File: src/include/dpmb_pkg.sv
// shared constants and types of the dual-port message buffer
package dpmb_pkg;

  // command codes
  localparam logic [7:0] OP_CFG_WRITE = 8'h11;
  localparam logic [7:0] OP_CFG_READ  = 8'h22;
  localparam logic [7:0] OP_BUF_WRITE = 8'h33;
  localparam logic [7:0] OP_BUF_READ  = 8'h44;

  // bridge_configuration field positions
  localparam int CFG_FUNC_SELECT = 0;
  localparam int CFG_PORT_A_FOE  = 1;
  localparam int CFG_PORT_B_FOE  = 2;
  localparam int CFG_PASSTHROUGH = 3;
  localparam int CFG_QUIET       = 4;
  localparam int CFG_PULLUP      = 5;
  localparam int CFG_BITS        = 6;
  localparam logic [5:0] CFG_RESET = 6'h00;

  // message buffer geometry
  localparam int         BUF_BYTES  = 8;
  localparam int         COUNT_W    = 4;
  localparam logic [7:0] MAX_COUNT  = 8'h08;
  localparam logic [3:0] COUNT_ZERO = 4'h0;

  // crc-16, reflected form of x16+x15+x2+1, zero start
  localparam logic [15:0] CRC_POLY_REFL = 16'ha001;
  localparam logic [15:0] CRC_INIT      = 16'h0000;

  // response fifo geometry
  localparam int FIFO_WIDTH = 9;
  localparam int FIFO_DEPTH = 32;

  // command engine states, one-hot
  typedef enum logic [5:0] {
    ST_IDLE   = 6'h01,
    ST_PARAM  = 6'h02,
    ST_DATA   = 6'h04,
    ST_BODY   = 6'h08,
    ST_CRC_LO = 6'h10,
    ST_CRC_HI = 6'h20
  } dpmb_state_e;

endpackage

File: src/design/dpmb_top.sv
// command engine, shared message buffer and response fifo of the two-port bridge

// first-in first-out store of response bytes
module dpmb_fifo #(
  parameter int WIDTH = 9,
  parameter int DEPTH = 32
) (
  // clock and reset
  input  wire logic             clk,
  input  wire logic             rst_n,
  // filling side
  input  wire logic             in_valid,
  output wire logic             in_ready,
  input  wire logic [WIDTH-1:0] in_data,
  // draining side
  output wire logic             out_valid,
  input  wire logic             out_ready,
  output wire logic [WIDTH-1:0] out_data
);
  localparam int AW = $clog2(DEPTH);

  logic [WIDTH-1:0] mem [DEPTH];
  logic [AW:0]      wr_ptr;
  logic [AW:0]      rd_ptr;

  // full when pointers differ only in the wrap bit
  wire empty   = (wr_ptr == rd_ptr);
  wire full    = (wr_ptr[AW] != rd_ptr[AW]) && (wr_ptr[AW-1:0] == rd_ptr[AW-1:0]);
  wire do_push = in_valid && !full;
  wire do_pop  = out_ready && !empty;

  assign in_ready  = !full;
  assign out_valid = !empty;
  assign out_data  = mem[rd_ptr[AW-1:0]];

  // pointer update
  always_ff @(posedge clk or negedge rst_n)
  begin
    if (!rst_n)
    begin
      wr_ptr <= '0;
      rd_ptr <= '0;
    end
    else
    begin
      if (do_push)
        wr_ptr <= wr_ptr + 1'b1;
      if (do_pop)
        rd_ptr <= rd_ptr + 1'b1;
    end
  end

  // storage write
  always_ff @(posedge clk)
  begin
    if (do_push)
      mem[wr_ptr[AW-1:0]] <= in_data;
  end
endmodule

// command engine serving both single-wire ports
module dpmb_top #(
  parameter int FIFO_DEPTH = dpmb_pkg::FIFO_DEPTH
) (
  // clock and reset
  input  wire logic       clk,
  input  wire logic       rst_n,
  // primary_link_port byte side
  input  wire logic       a_frame_reset,
  input  wire logic       a_rx_valid,
  input  wire logic [7:0] a_rx_data,
  // secondary_link_port byte side
  input  wire logic       b_frame_reset,
  input  wire logic       b_rx_valid,
  input  wire logic [7:0] b_rx_data,
  // token owner, high when the secondary port holds it
  input  wire logic       token_at_secondary,
  // response bytes toward the ports
  output logic            tx_valid,
  output logic [7:0]      tx_data,
  output logic            tx_to_secondary,
  input  wire logic       tx_ready,
  // configuration state
  output logic            func_select,
  output logic            port_a_flag_output_enable,
  output logic            port_b_flag_output_enable,
  output logic            passthrough_enable,
  output logic            quiet_enable,
  output logic            pullup_enable,
  // buffer ownership flags
  output logic            written_by_port_a,
  output logic            written_by_port_b
);

  // one crc-16 byte step, lsb first
  function automatic logic [15:0] crc_step(input logic [15:0] crc, input logic [7:0] d);
    logic [15:0] c;
    c = crc;
    for (int i = 0; i < 8; i++)
    begin
      if (c[0] ^ d[i])
        c = (c >> 1) ^ dpmb_pkg::CRC_POLY_REFL;
      else
        c = c >> 1;
    end
    return c;
  endfunction

  dpmb_pkg::dpmb_state_e    state;
  logic [7:0]               cmd;
  logic                     active_b;
  logic                     armed_a;
  logic                     armed_b;
  logic [15:0]              crc;
  logic [3:0]               idx;
  logic [3:0]               wcount;
  logic [3:0]               byte_count;
  logic [7:0]               buffer [dpmb_pkg::BUF_BYTES];
  logic [7:0]               stage  [dpmb_pkg::BUF_BYTES];

  // receive selection: idle takes a freshly armed port, else only the active one
  wire st_idle  = (state == dpmb_pkg::ST_IDLE);
  wire st_param = (state == dpmb_pkg::ST_PARAM);
  wire st_data  = (state == dpmb_pkg::ST_DATA);
  wire st_body  = (state == dpmb_pkg::ST_BODY);
  wire st_lo    = (state == dpmb_pkg::ST_CRC_LO);
  wire st_hi    = (state == dpmb_pkg::ST_CRC_HI);
  wire take_a   = a_rx_valid && (st_idle ? armed_a : !active_b);
  wire take_b   = b_rx_valid && (st_idle ? (armed_b && !take_a) : active_b);
  wire rx_take  = (take_a || take_b) && (st_idle || st_param || st_data);
  wire [7:0] rx_byte = take_a ? a_rx_data : b_rx_data;
  wire rx_from_b     = st_idle ? !take_a : active_b;
  wire abort         = !st_idle && (active_b ? b_frame_reset : a_frame_reset);

  // a buffer write commits only if the writing port holds the token; configuration writes do not check it
  wire holder = (active_b == token_at_secondary);

  // configuration byte as read back
  wire [7:0] cfg_byte = {2'b00, pullup_enable, quiet_enable, passthrough_enable,
                         port_b_flag_output_enable, port_a_flag_output_enable,
                         func_select};

  // body byte and length of a read response
  wire [7:0] len_byte  = {4'h0, byte_count};
  wire [3:0] body_len  = (cmd == dpmb_pkg::OP_CFG_READ) ? 4'h1 : byte_count + 4'h1;
  wire [2:0] buf_sel   = 3'(idx - 4'h1);
  wire [7:0] body_byte = (cmd == dpmb_pkg::OP_CFG_READ) ? cfg_byte :
                         (idx == 4'h0) ? len_byte : buffer[buf_sel];

  // outgoing byte and fifo handshake
  wire        fifo_in_ready;
  wire        fifo_out_valid;
  wire [8:0]  fifo_out_data;
  wire        sending  = st_body || st_lo || st_hi;
  wire [7:0]  out_byte = st_body ? body_byte : st_lo ? ~crc[7:0] : ~crc[15:8];
  wire        send_ok  = sending && fifo_in_ready && !abort;
  wire        drain    = !tx_valid || tx_ready;
  wire        last_data = (idx == wcount - 4'h1);

  // response fifo between engine and port drivers
  dpmb_fifo #(
    .WIDTH (dpmb_pkg::FIFO_WIDTH),
    .DEPTH (FIFO_DEPTH)
  ) u_fifo (
    .clk       (clk),
    .rst_n     (rst_n),
    .in_valid  (sending && !abort),
    .in_ready  (fifo_in_ready),
    .in_data   ({active_b, out_byte}),
    .out_valid (fifo_out_valid),
    .out_ready (drain),
    .out_data  (fifo_out_data)
  );

  // output stage so the port side sees flops
  always_ff @(posedge clk or negedge rst_n)
  begin
    if (!rst_n)
    begin
      tx_valid        <= 1'b0;
      tx_data         <= 8'h00;
      tx_to_secondary <= 1'b0;
    end
    else if (drain)
    begin
      tx_valid        <= fifo_out_valid;
      tx_data         <= fifo_out_data[7:0];
      tx_to_secondary <= fifo_out_data[8];
    end
  end

  // ports are armed by their own frame reset, disarmed once a command starts
  always_ff @(posedge clk or negedge rst_n)
  begin
    if (!rst_n)
    begin
      armed_a <= 1'b0;
      armed_b <= 1'b0;
    end
    else
    begin
      if (a_frame_reset)
        armed_a <= 1'b1;
      else if (rx_take && st_idle && take_a)
        armed_a <= 1'b0;
      if (b_frame_reset)
        armed_b <= 1'b1;
      else if (rx_take && st_idle && !take_a)
        armed_b <= 1'b0;
    end
  end

  // command sequencer
  always_ff @(posedge clk or negedge rst_n)
  begin
    if (!rst_n)
    begin
      state    <= dpmb_pkg::ST_IDLE;
      cmd      <= 8'h00;
      active_b <= 1'b0;
      crc      <= dpmb_pkg::CRC_INIT;
      idx      <= 4'h0;
      wcount   <= 4'h0;
    end
    else if (abort)
      state <= dpmb_pkg::ST_IDLE;
    else
    begin
      case (state)
        dpmb_pkg::ST_IDLE:
        begin
          if (rx_take)
          begin
            cmd      <= rx_byte;
            active_b <= rx_from_b;
            crc      <= crc_step(dpmb_pkg::CRC_INIT, rx_byte);
            idx      <= 4'h0;
            if (rx_byte == dpmb_pkg::OP_CFG_WRITE || rx_byte == dpmb_pkg::OP_BUF_WRITE)
              state <= dpmb_pkg::ST_PARAM;
            else if (rx_byte == dpmb_pkg::OP_CFG_READ || rx_byte == dpmb_pkg::OP_BUF_READ)
              state <= dpmb_pkg::ST_BODY;
          end
        end
        dpmb_pkg::ST_PARAM:
        begin
          if (rx_take)
          begin
            crc    <= crc_step(crc, rx_byte);
            wcount <= rx_byte[3:0];
            if (cmd == dpmb_pkg::OP_CFG_WRITE)
              state <= dpmb_pkg::ST_CRC_LO;
            else if (rx_byte > dpmb_pkg::MAX_COUNT)
              state <= dpmb_pkg::ST_IDLE;
            else if (rx_byte[3:0] == dpmb_pkg::COUNT_ZERO)
              state <= dpmb_pkg::ST_CRC_LO;
            else
              state <= dpmb_pkg::ST_DATA;
          end
        end
        dpmb_pkg::ST_DATA:
        begin
          if (rx_take)
          begin
            crc <= crc_step(crc, rx_byte);
            idx <= idx + 4'h1;
            if (last_data)
              state <= dpmb_pkg::ST_CRC_LO;
          end
        end
        dpmb_pkg::ST_BODY:
        begin
          if (send_ok)
          begin
            crc <= crc_step(crc, body_byte);
            idx <= idx + 4'h1;
            if (idx == body_len - 4'h1)
              state <= dpmb_pkg::ST_CRC_LO;
          end
        end
        dpmb_pkg::ST_CRC_LO:
        begin
          if (send_ok)
            state <= dpmb_pkg::ST_CRC_HI;
        end
        dpmb_pkg::ST_CRC_HI:
        begin
          if (send_ok)
            state <= dpmb_pkg::ST_IDLE;
        end
        default:
          state <= dpmb_pkg::ST_IDLE;
      endcase
    end
  end

  // configuration register, loaded by the configuration write parameter
  always_ff @(posedge clk or negedge rst_n)
  begin
    if (!rst_n)
    begin
      {pullup_enable, quiet_enable, passthrough_enable, port_b_flag_output_enable,
       port_a_flag_output_enable, func_select} <= dpmb_pkg::CFG_RESET;
    end
    else if (st_param && rx_take && !abort && cmd == dpmb_pkg::OP_CFG_WRITE)
    begin
      func_select               <= rx_byte[dpmb_pkg::CFG_FUNC_SELECT];
      port_a_flag_output_enable <= rx_byte[dpmb_pkg::CFG_PORT_A_FOE];
      port_b_flag_output_enable <= rx_byte[dpmb_pkg::CFG_PORT_B_FOE];
      passthrough_enable        <= rx_byte[dpmb_pkg::CFG_PASSTHROUGH];
      quiet_enable              <= rx_byte[dpmb_pkg::CFG_QUIET];
      pullup_enable             <= rx_byte[dpmb_pkg::CFG_PULLUP];
    end
  end

  // write commit strobes
  wire zero_write = st_param && rx_take && !abort && cmd == dpmb_pkg::OP_BUF_WRITE &&
                    rx_byte == 8'h00 && holder;
  wire full_write = st_data && rx_take && !abort && last_data && holder;

  // ownership flags and stored count
  always_ff @(posedge clk or negedge rst_n)
  begin
    if (!rst_n)
    begin
      written_by_port_a <= 1'b0;
      written_by_port_b <= 1'b0;
      byte_count        <= dpmb_pkg::COUNT_ZERO;
    end
    else if (zero_write)
    begin
      written_by_port_a <= 1'b0;
      written_by_port_b <= 1'b0;
      byte_count        <= dpmb_pkg::COUNT_ZERO;
    end
    else if (full_write)
    begin
      written_by_port_a <= !active_b;
      written_by_port_b <= active_b;
      byte_count        <= wcount;
    end
  end

  // staging keeps the live buffer intact until the last byte arrives
  always_ff @(posedge clk or negedge rst_n)
  begin
    if (!rst_n)
    begin
      for (int i = 0; i < dpmb_pkg::BUF_BYTES; i++)
      begin
        stage[i]  <= 8'h00;
        buffer[i] <= 8'h00;
      end
    end
    else if (st_data && rx_take && !abort)
    begin
      stage[idx[2:0]] <= rx_byte;
      if (full_write)
      begin
        for (int i = 0; i < dpmb_pkg::BUF_BYTES; i++)
          buffer[i] <= (i == int'(idx)) ? rx_byte : stage[i];
      end
    end
  end

endmodule

File: config.mk
export PLATFORM = sky130hd
export DESIGN_NAME = dpmb_top
export DESIGN_NICKNAME = d
export VERILOG_FILES = /design/src/include/dpmb_pkg.sv /design/src/design/dpmb_top.sv
export SDC_FILE = /design/constraint.sdc
export NUM_CORES = 1
export LEC_CHECK = 0
export ABC_CLOCK_PERIOD_IN_PS = 3400
export BUFFER_PORTS_ARGS = -buffer_cell sky130_fd_sc_hd__buf_2
export CAP_MARGIN = 15
export CORE_UTILIZATION = 55
export DETAILED_ROUTE_END_ITERATION = 10
export GPL_ROUTABILITY_DRIVEN = 0
export PLACE_DENSITY_LB_ADDON = 0.3
export SLEW_MARGIN = 10
export SYNTH_ARGS = -nofsm -noshare
export SYNTH_HDL_FRONTEND = slang
export SYNTH_SLANG_ARGS = --single-unit
export TNS_END_PERCENT = 100
File: constraint.sdc
create_clock -name clk -period 3.4 [get_ports clk]
set_input_delay 0 -clock clk [delete_from_list [all_inputs] [get_ports clk]]
set_output_delay 0 -clock clk [all_outputs]
set_load 0.01 [all_outputs]
==> impl_metrics.py, run 1 <==
metrics = {
    "finish": {
        "multi_input_area_um2": 8010,
        "seq_area_um2": 13700,
        "layout-drive-gt1-share_pct": 22.8,
        "post-route-util_pct": 64.2,
        "final_cells": 2321,
        "n_fill_cell": 2929,
        "fin_nets": 1807,
        "syn_to_final_growth_pct": 15.3,
    },
    "floorplanning": {
        "die_y_um": 203,
        "ios": 42,
        "row_count": 73,
        "die_x_um": 203,
        "core_area_um2": 39700,
        "start_util_pct": 55.7,
        "design.die.area_um2": 41000,
    },
    "critical_path": {
        "crit_required_ps": 3880,
        "path_class": "flip-flop to flip-flop",
        "r2r_cells": 11,
        "reg2reg_slack_ps": 60,
        "worstReg2RegEnd": "byte_count[3]$_DFFE_PN0P_",
        "cp-end-kind": "flip-flop",
        "worst_r2r_startpoint": "state[0]$_DFFE_PN1P_",
        "cp.arrival_ps": 3820,
        "critPathLaunchType": "flip-flop",
        "crit_path_max_fanout": 7,
    },
    "power": {
        "p_leak_nw": 9.65,
        "powerDensity_nw_per_um2": 829,
        "peakVddDrop_mv": 0.659,
        "power_w": 0.0212,
    },
    "synthesis": {
        "synth_edf_count": 288,
        "synth_top_cells_by_count": "288 x edfxtp_1, 202 x dfrtp_1, 192 x nand2_1",
        "syn_avg_cell_area_um2": 13.5,
        "synth.distinct_cells": 78,
        "ys.flop_type": "edfxtp_1",
        "yosys_register_bits": 491,
        "yosysTopAreaCellShare_pct": 39.1,
        "synth_area_leaders": "edfxtp_1 39%, dfrtp_1 23%, mux4_2 11%",
        "syn_inst": 1641,
        "yosysMostFrequentCell": "edfxtp_1",
        "ys_warn_count": 0,
        "synthArstFlopShare_pct": 41.3,
        "synth_top_area_cell": "edfxtp_1",
        "syn_area_um2": 22100,
        "syn_nets": 1693,
        "ys_seq_area_share_pct": 62.1,
    },
    "status": {
        "status": "finished clean",
    },
    "sta": {
        "finalHoldViolCount": 0,
        "skew_ps": 26.7,
        "report.final.slew_viol_count": 0,
        "fmaxAchievable_mhz": 300,
        "worst_pin_slew_ps": 1080,
        "slew_headroom_pct": 27.8,
        "rsz0062_at_grt": "true",
        "finalCritPeriodShare_pct": 98.2,
        "finalSetupViolCount": 0,
        "finalCriticalPeriod_ps": 3340,
    },
    "global_routing": {
        "grt_pass1_wl_um": 81300,
        "globalRouteMet2Util_pct": 42.3,
        "overflow": 0,
        "busiest_layer": "met2",
        "grt_util_met1_pct": 36.7,
        "grt_start_max_net_pins": 120,
        "grt_pass1_vias": 13897,
        "grt_antenna_before_repair": 1,
        "grt_usage_pct": 26.2,
        "grt.met3_usage_pct": 4.27,
    },
    "detailed_routing": {
        "viasPerCell": 5.94,
        "drt_iter0_drc": 1403,
        "firstDrtPassIters": 6,
        "totalWireLength_um": 52000,
        "remaining_drc_errors": 0,
        "vias": 13787,
        "routedWlPerCell_um": 22.4,
        "ant_nets": 0,
    },
    "clock_network": {
        "h-tree-depth": 2,
        "clkSlewWorstSetupHoldPaths_ps": 60,
        "clk_path_buf_depth": 3,
        "cts.sinks": 491,
        "numCtsBuffers": 49,
        "cts_root_buf": "clkbuf_16",
        "clk_latency_ps": 600,
        "cts_tree": "yes",
    },
    "worst_hold_path": {
        "hold_end": "stage[25]$_DFFE_PN0P_",
        "hp-start": "b_rx_data[1]",
        "min-delay-path-class": "input pin to flip-flop",
        "holdPathStages": 4,
    },
    "place": {
        "numPlacedInstances": 2207,
        "dpl.hpwl_um": 33000,
        "portBuffers": 41,
    },
    "job": {
        "max-cap-violations": 0,
    },
}
cell type report:
cell class	instances	area share [%]
sequential	491	53.8
multi-input combinational	1020	31.4
timing repair buffer	172	5.37
clock buffer	59	5.19
tap	525	2.58
clock inverter	32	1.29
inverter	21	0.309
antenna	1	0.00981
worst max-delay path, stage by stage, from the launching register on:
cell     delay [ps]
dfstp_2         570
or4b_4          510
o21ai_4         200
o21ai_4         100
buf_12          160
mux2i_4         230
buf_4           180
ha_1            200
nand4_1          90
or4_1           510
o21a_2          260
a32o_1          200
per-layer routing:
metal	wire length, µm	part of all wire (%)	vias to the layer above
met1	21900	42	6917
met3	3300	6.3	93
met4	1300	2.5	0
met2	25500	49	507
met5	0	0	-
li1	-	-	6270
worst max-delay path by stage:
stage / startpoint / endpoint / slack [ps]
4_1_cts: state[0]$_DFFE_PN1P_ / crc[15]$_DFFE_PN0P_ / 2
3_3_place_gp: state[0]$_DFFE_PN1P_ / crc[15]$_DFFE_PN0P_ / 130
3_5_place_dp: state[0]$_DFFE_PN1P_ / crc[15]$_DFFE_PN0P_ / 30
6_report: state[0]$_DFFE_PN1P_ / byte_count[3]$_DFFE_PN0P_ / 60
2_1_floorplan: state[1]$_DFFE_PN0P_ / state[2]$_DFFE_PN0P_ / -100
5_1_grt: state[0]$_DFFE_PN1P_ / byte_count[3]$_DFFE_PN0P_ / -40
metrics by stage:
stage	setup TNS, ps	setup slack [ps]	hold slack [ps]	area [µm²]
2_1_floorplan	-236	-97.7	-296	22200
3_3_place_gp	0	126	194	23500
3_5_place_dp	0	26.3	204	23500
4_1_cts	0	1.61	3.05	25300
5_1_grt	-200	-44.5	34.8	25500
6_report	0	62.7	41.7	25500
power by group:
| group | total, W | switching [W] | internal, W |
|---|---|---|---|
| registers | 0.00774 | 0.000363 | 0.00738 |
| clock network | 0.00552 | 0.00234 | 0.00318 |
| logic | 0.00790 | 0.00441 | 0.00348 |
| total | 0.0212 | 0.00712 | 0.0140 |
what timing repair did:
action / CTS / global route
buffers inserted: 0 / 6
resized for setup: 0 / 20
endpoints found under the hold margin: 147 / 0
hold buffers: 13 / 0
setup endpoints to repair: 0 / 11
state kept, by name (all words and copies together), names as in the netlist, 6 cells and up:
signal,cells
u_fifo.mem,288
buffer,64
stage,64
crc,16
cmd,8
tx_data,8
state,6
u_fifo.rd_ptr,6
u_fifo.wr_ptr,6
layout by cell type, fill, tap and decap left out, drive strengths merged, types with 5 or more instances in the layout:
cell,Yosys,routed
or2,5,5
dlygate4sd3,0,13
o21ai,169,169
a22o,5,5
bufinv,0,5
mux4,106,106
inv,21,23
a21oi,103,103
nand3b,5,5
clkbuf,80,61
nand2,192,192
nor3,11,11
xor2,28,28
ha,28,28
mux2i,38,38
mux2,7,7
nor2,151,151
xnor2,58,58
o31ai,9,9
nand4,6,6
nand3,15,15
dfrtp,202,202
buf,29,157
edfxtp,288,288
clkinv,0,22
and2,7,7
a222oi,6,6
logic make-up (layout without fill, tap and decap cells):
| logic type | count (synthesis) | in the layout | synth area share (%) |
|---|---|---|---|
| AOI/OAI and AO/OA | 326 | 326 | 8.39 |
| xor gates and xnor gates | 91 | 91 | 4.13 |
| adders and majority gates | 28 | 28 | 1.58 |
| buffers and inverters | 130 | 284 | 2.41 |
| DFF | 491 | 491 | 62.1 |
| muxes | 151 | 151 | 13.0 |
| other | 0 | 1 | 0 |
| and+or+nand+nor | 424 | 424 | 8.44 |
No activity file was read; power rests on OpenSTA's default activity.
==> inputs of run 2 (changes only) <==
Settings changed: CORE_ASPECT_RATIO from default to 0.75, SETUP_SLACK_MARGIN from default to 0.5.
==> impl_metrics.py, run 2 (same netlist as run 1, synthesis figures left out) <==
metrics = {
    "clock_network": {
        "cts_root_buf": "clkbuf_16",
        "h-tree-depth": 2,
        "cts_tree": "yes",
        "numCtsBuffers": 48,
        "clk_latency_ps": 580,
        "clkSlewWorstSetupHoldPaths_ps": 60,
        "cts.sinks": 491,
        "clk_path_buf_depth": 3,
    },
    "finish": {
        "n_fill_cell": 2684,
        "largest_reg_flops": 288,
        "fin_nets": 1847,
        "final_common_cell": "edfxtp_1",
        "layout-drive-gt1-share_pct": 28.4,
        "syn_to_final_growth_pct": 20.4,
        "diodes": 0,
        "final_cell_mix": "288 x edfxtp_1, 197 x dfrtp_1, 181 x nand2_1",
        "post-route-util_pct": 67.3,
    },
    "power": {
        "clockPowerShare_pct": 24.5,
        "power.switching_w": 0.00783,
        "powerDensity_nw_per_um2": 856,
        "power_w": 0.0228,
        "p_leak_nw": 10.1,
        "p_int_w": 0.0150,
        "swShare_pct": 34.3,
        "power_frac_seq_pct": 34.2,
        "peakVddDrop_mv": 0.734,
        "p_comb_share_pct": 41.3,
    },
    "sta": {
        "worst_pin_slew_ps": 918,
        "worst_slack_ps": 19.5,
        "rsz0062_at_grt": "true",
        "finalCritPeriodShare_pct": 99.4,
        "fmaxAchievable_mhz": 296,
        "whs_ps": 65.6,
        "skew_ps": 29.4,
        "tns_ps": 0,
        "report.final.slew_viol_count": 0,
        "slew_headroom_pct": 38.5,
        "finalHoldViolCount": 0,
        "finalCriticalPeriod_ps": 3380,
        "finalSetupViolCount": 0,
    },
    "place": {
        "dpl.hpwl_um": 35200,
        "portBuffers": 41,
        "dp_slack_ps": -81.3,
    },
    "global_routing": {
        "grt_pass1_vias": 13894,
        "overflow": 0,
        "grt_antenna_before_repair": 1,
        "grt_pass1_wl_um": 84500,
        "grt_usage_pct": 27.6,
        "grt_start_max_net_pins": 90,
    },
    "critical_path": {
        "cp.arrival_ps": 3870,
        "critPathLaunchType": "flip-flop",
        "cp-end-kind": "flip-flop",
        "path_class": "flip-flop to flip-flop",
        "crit_required_ps": 3890,
        "crit_path_max_fanout": 5,
    },
    "detailed_routing": {
        "totalWireLength_um": 56600,
        "viasPerCell": 6.10,
        "firstDrtPassIters": 5,
        "drt_iter0_drc": 1586,
        "remaining_drc_errors": 0,
        "vias": 14350,
        "ant_nets": 0,
        "routedWlPerCell_um": 24.1,
    },
    "floorplanning": {
        "die_y_um": 176,
        "die_x_um": 234,
        "core_area_um2": 39600,
        "start_util_pct": 55.9,
        "design.die.area_um2": 41000,
        "row_count": 63,
        "ios": 42,
    },
    "job": {
        "max-cap-violations": 0,
    },
    "worst_hold_path": {
        "min-delay-path-class": "input pin to asynchronous set/reset pin",
    },
    "status": {
        "status": "finished clean",
    },
}
==> run 2: per-layer routing <==
| metal | up-vias | GRT usage (%) | wire length, µm |
|---|---|---|---|
| li1 | 6354 | - | - |
| met1 | 7255 | 43.6 | 24900 |
| met4 | 0 | 5.95 | 912 |
| met2 | 663 | 39.4 | 25500 |
| met3 | 78 | 6.01 | 5370 |
| met5 | - | 0 | 0 |
==> run 2: power by group through the flow <==
stage	logic [W]	clock network (W)	registers, W
final	0.00943	0.00559	0.00780
after global routing	0.00996	0.00588	0.00784
after floorplan	0.00555	0	0.00776
after CTS	0.00871	0.00567	0.00777
after detailed placement	0.00789	0	0.00788
after global placement	0.00770	0	0.00786
==> run 2: worst max-delay path: stages (launching register included) <==
cell and delay [ps]:
dfstp_2 560, or4b_4 500, o21ai_4 210, o21ai_4 120, buf_12 150, buf_16 130
mux2i_4 230, ha_4 200, buf_12 100, nand4_1 130, a31oi_4 230, o2bb2ai_2 90
or4_4 490, a21oi_2 150
==> run 2: final timing paths <==
| kind | from | to | slack [ps] | cells past startpoint |
|---|---|---|---|---|
| max | state[0]$_DFFE_PN1P_ | state[2]$_DFFE_PN0P_ | 20 | 13 |
| min in group clk | b_rx_data[7] | stage[31]$_DFFE_PN0P_ | 80 | 5 |
| max in group asynchronous | rst_n | stage[38]$_DFFE_PN0P_ | 2290 | 3 |
| min reg2reg | stage[36]$_DFFE_PN0P_ | stage[36]$_DFFE_PN0P_ | 480 | 2 |
| min | rst_n | stage[28]$_DFFE_PN0P_ | 70 | 2 |
| max reg2reg | state[0]$_DFFE_PN1P_ | state[2]$_DFFE_PN0P_ | 20 | 13 |
==> run 2: stage by stage <==
stage | area (µm²) | std cells
2_1_floorplan | 22400 | 1641
3_3_place_gp | 23700 | 2200
3_5_place_dp | 23700 | 2200
4_1_cts | 26100 | 2334
5_1_grt | 26600 | 2352
6_report | 26600 | 2352
==> run 2: area by class of cell <==
cell class                      instances  area [µm²]  area share, %
Inverter                               21        78.8          0.296
Clock inverter                         26         322           1.21
Timing Repair Buffer                  212        1960           7.37
Clock buffer                           61        1350           5.08
Sequential cell                       491       13700           51.6
Tap cell                              520         651           2.44
Multi-Input combinational cell       1021        8540           32.0
==> run 2: what timing repair did <==
item / CTS / global route
hold buffers: 12 / 0
cloned: 5 / 1
buffers inserted: 30 / 17
gates resized for setup: 63 / 74
pin swaps: 23 / 34
endpoints found under the setup margin: 117 / 389
hold endpoints to repair: 105 / 0
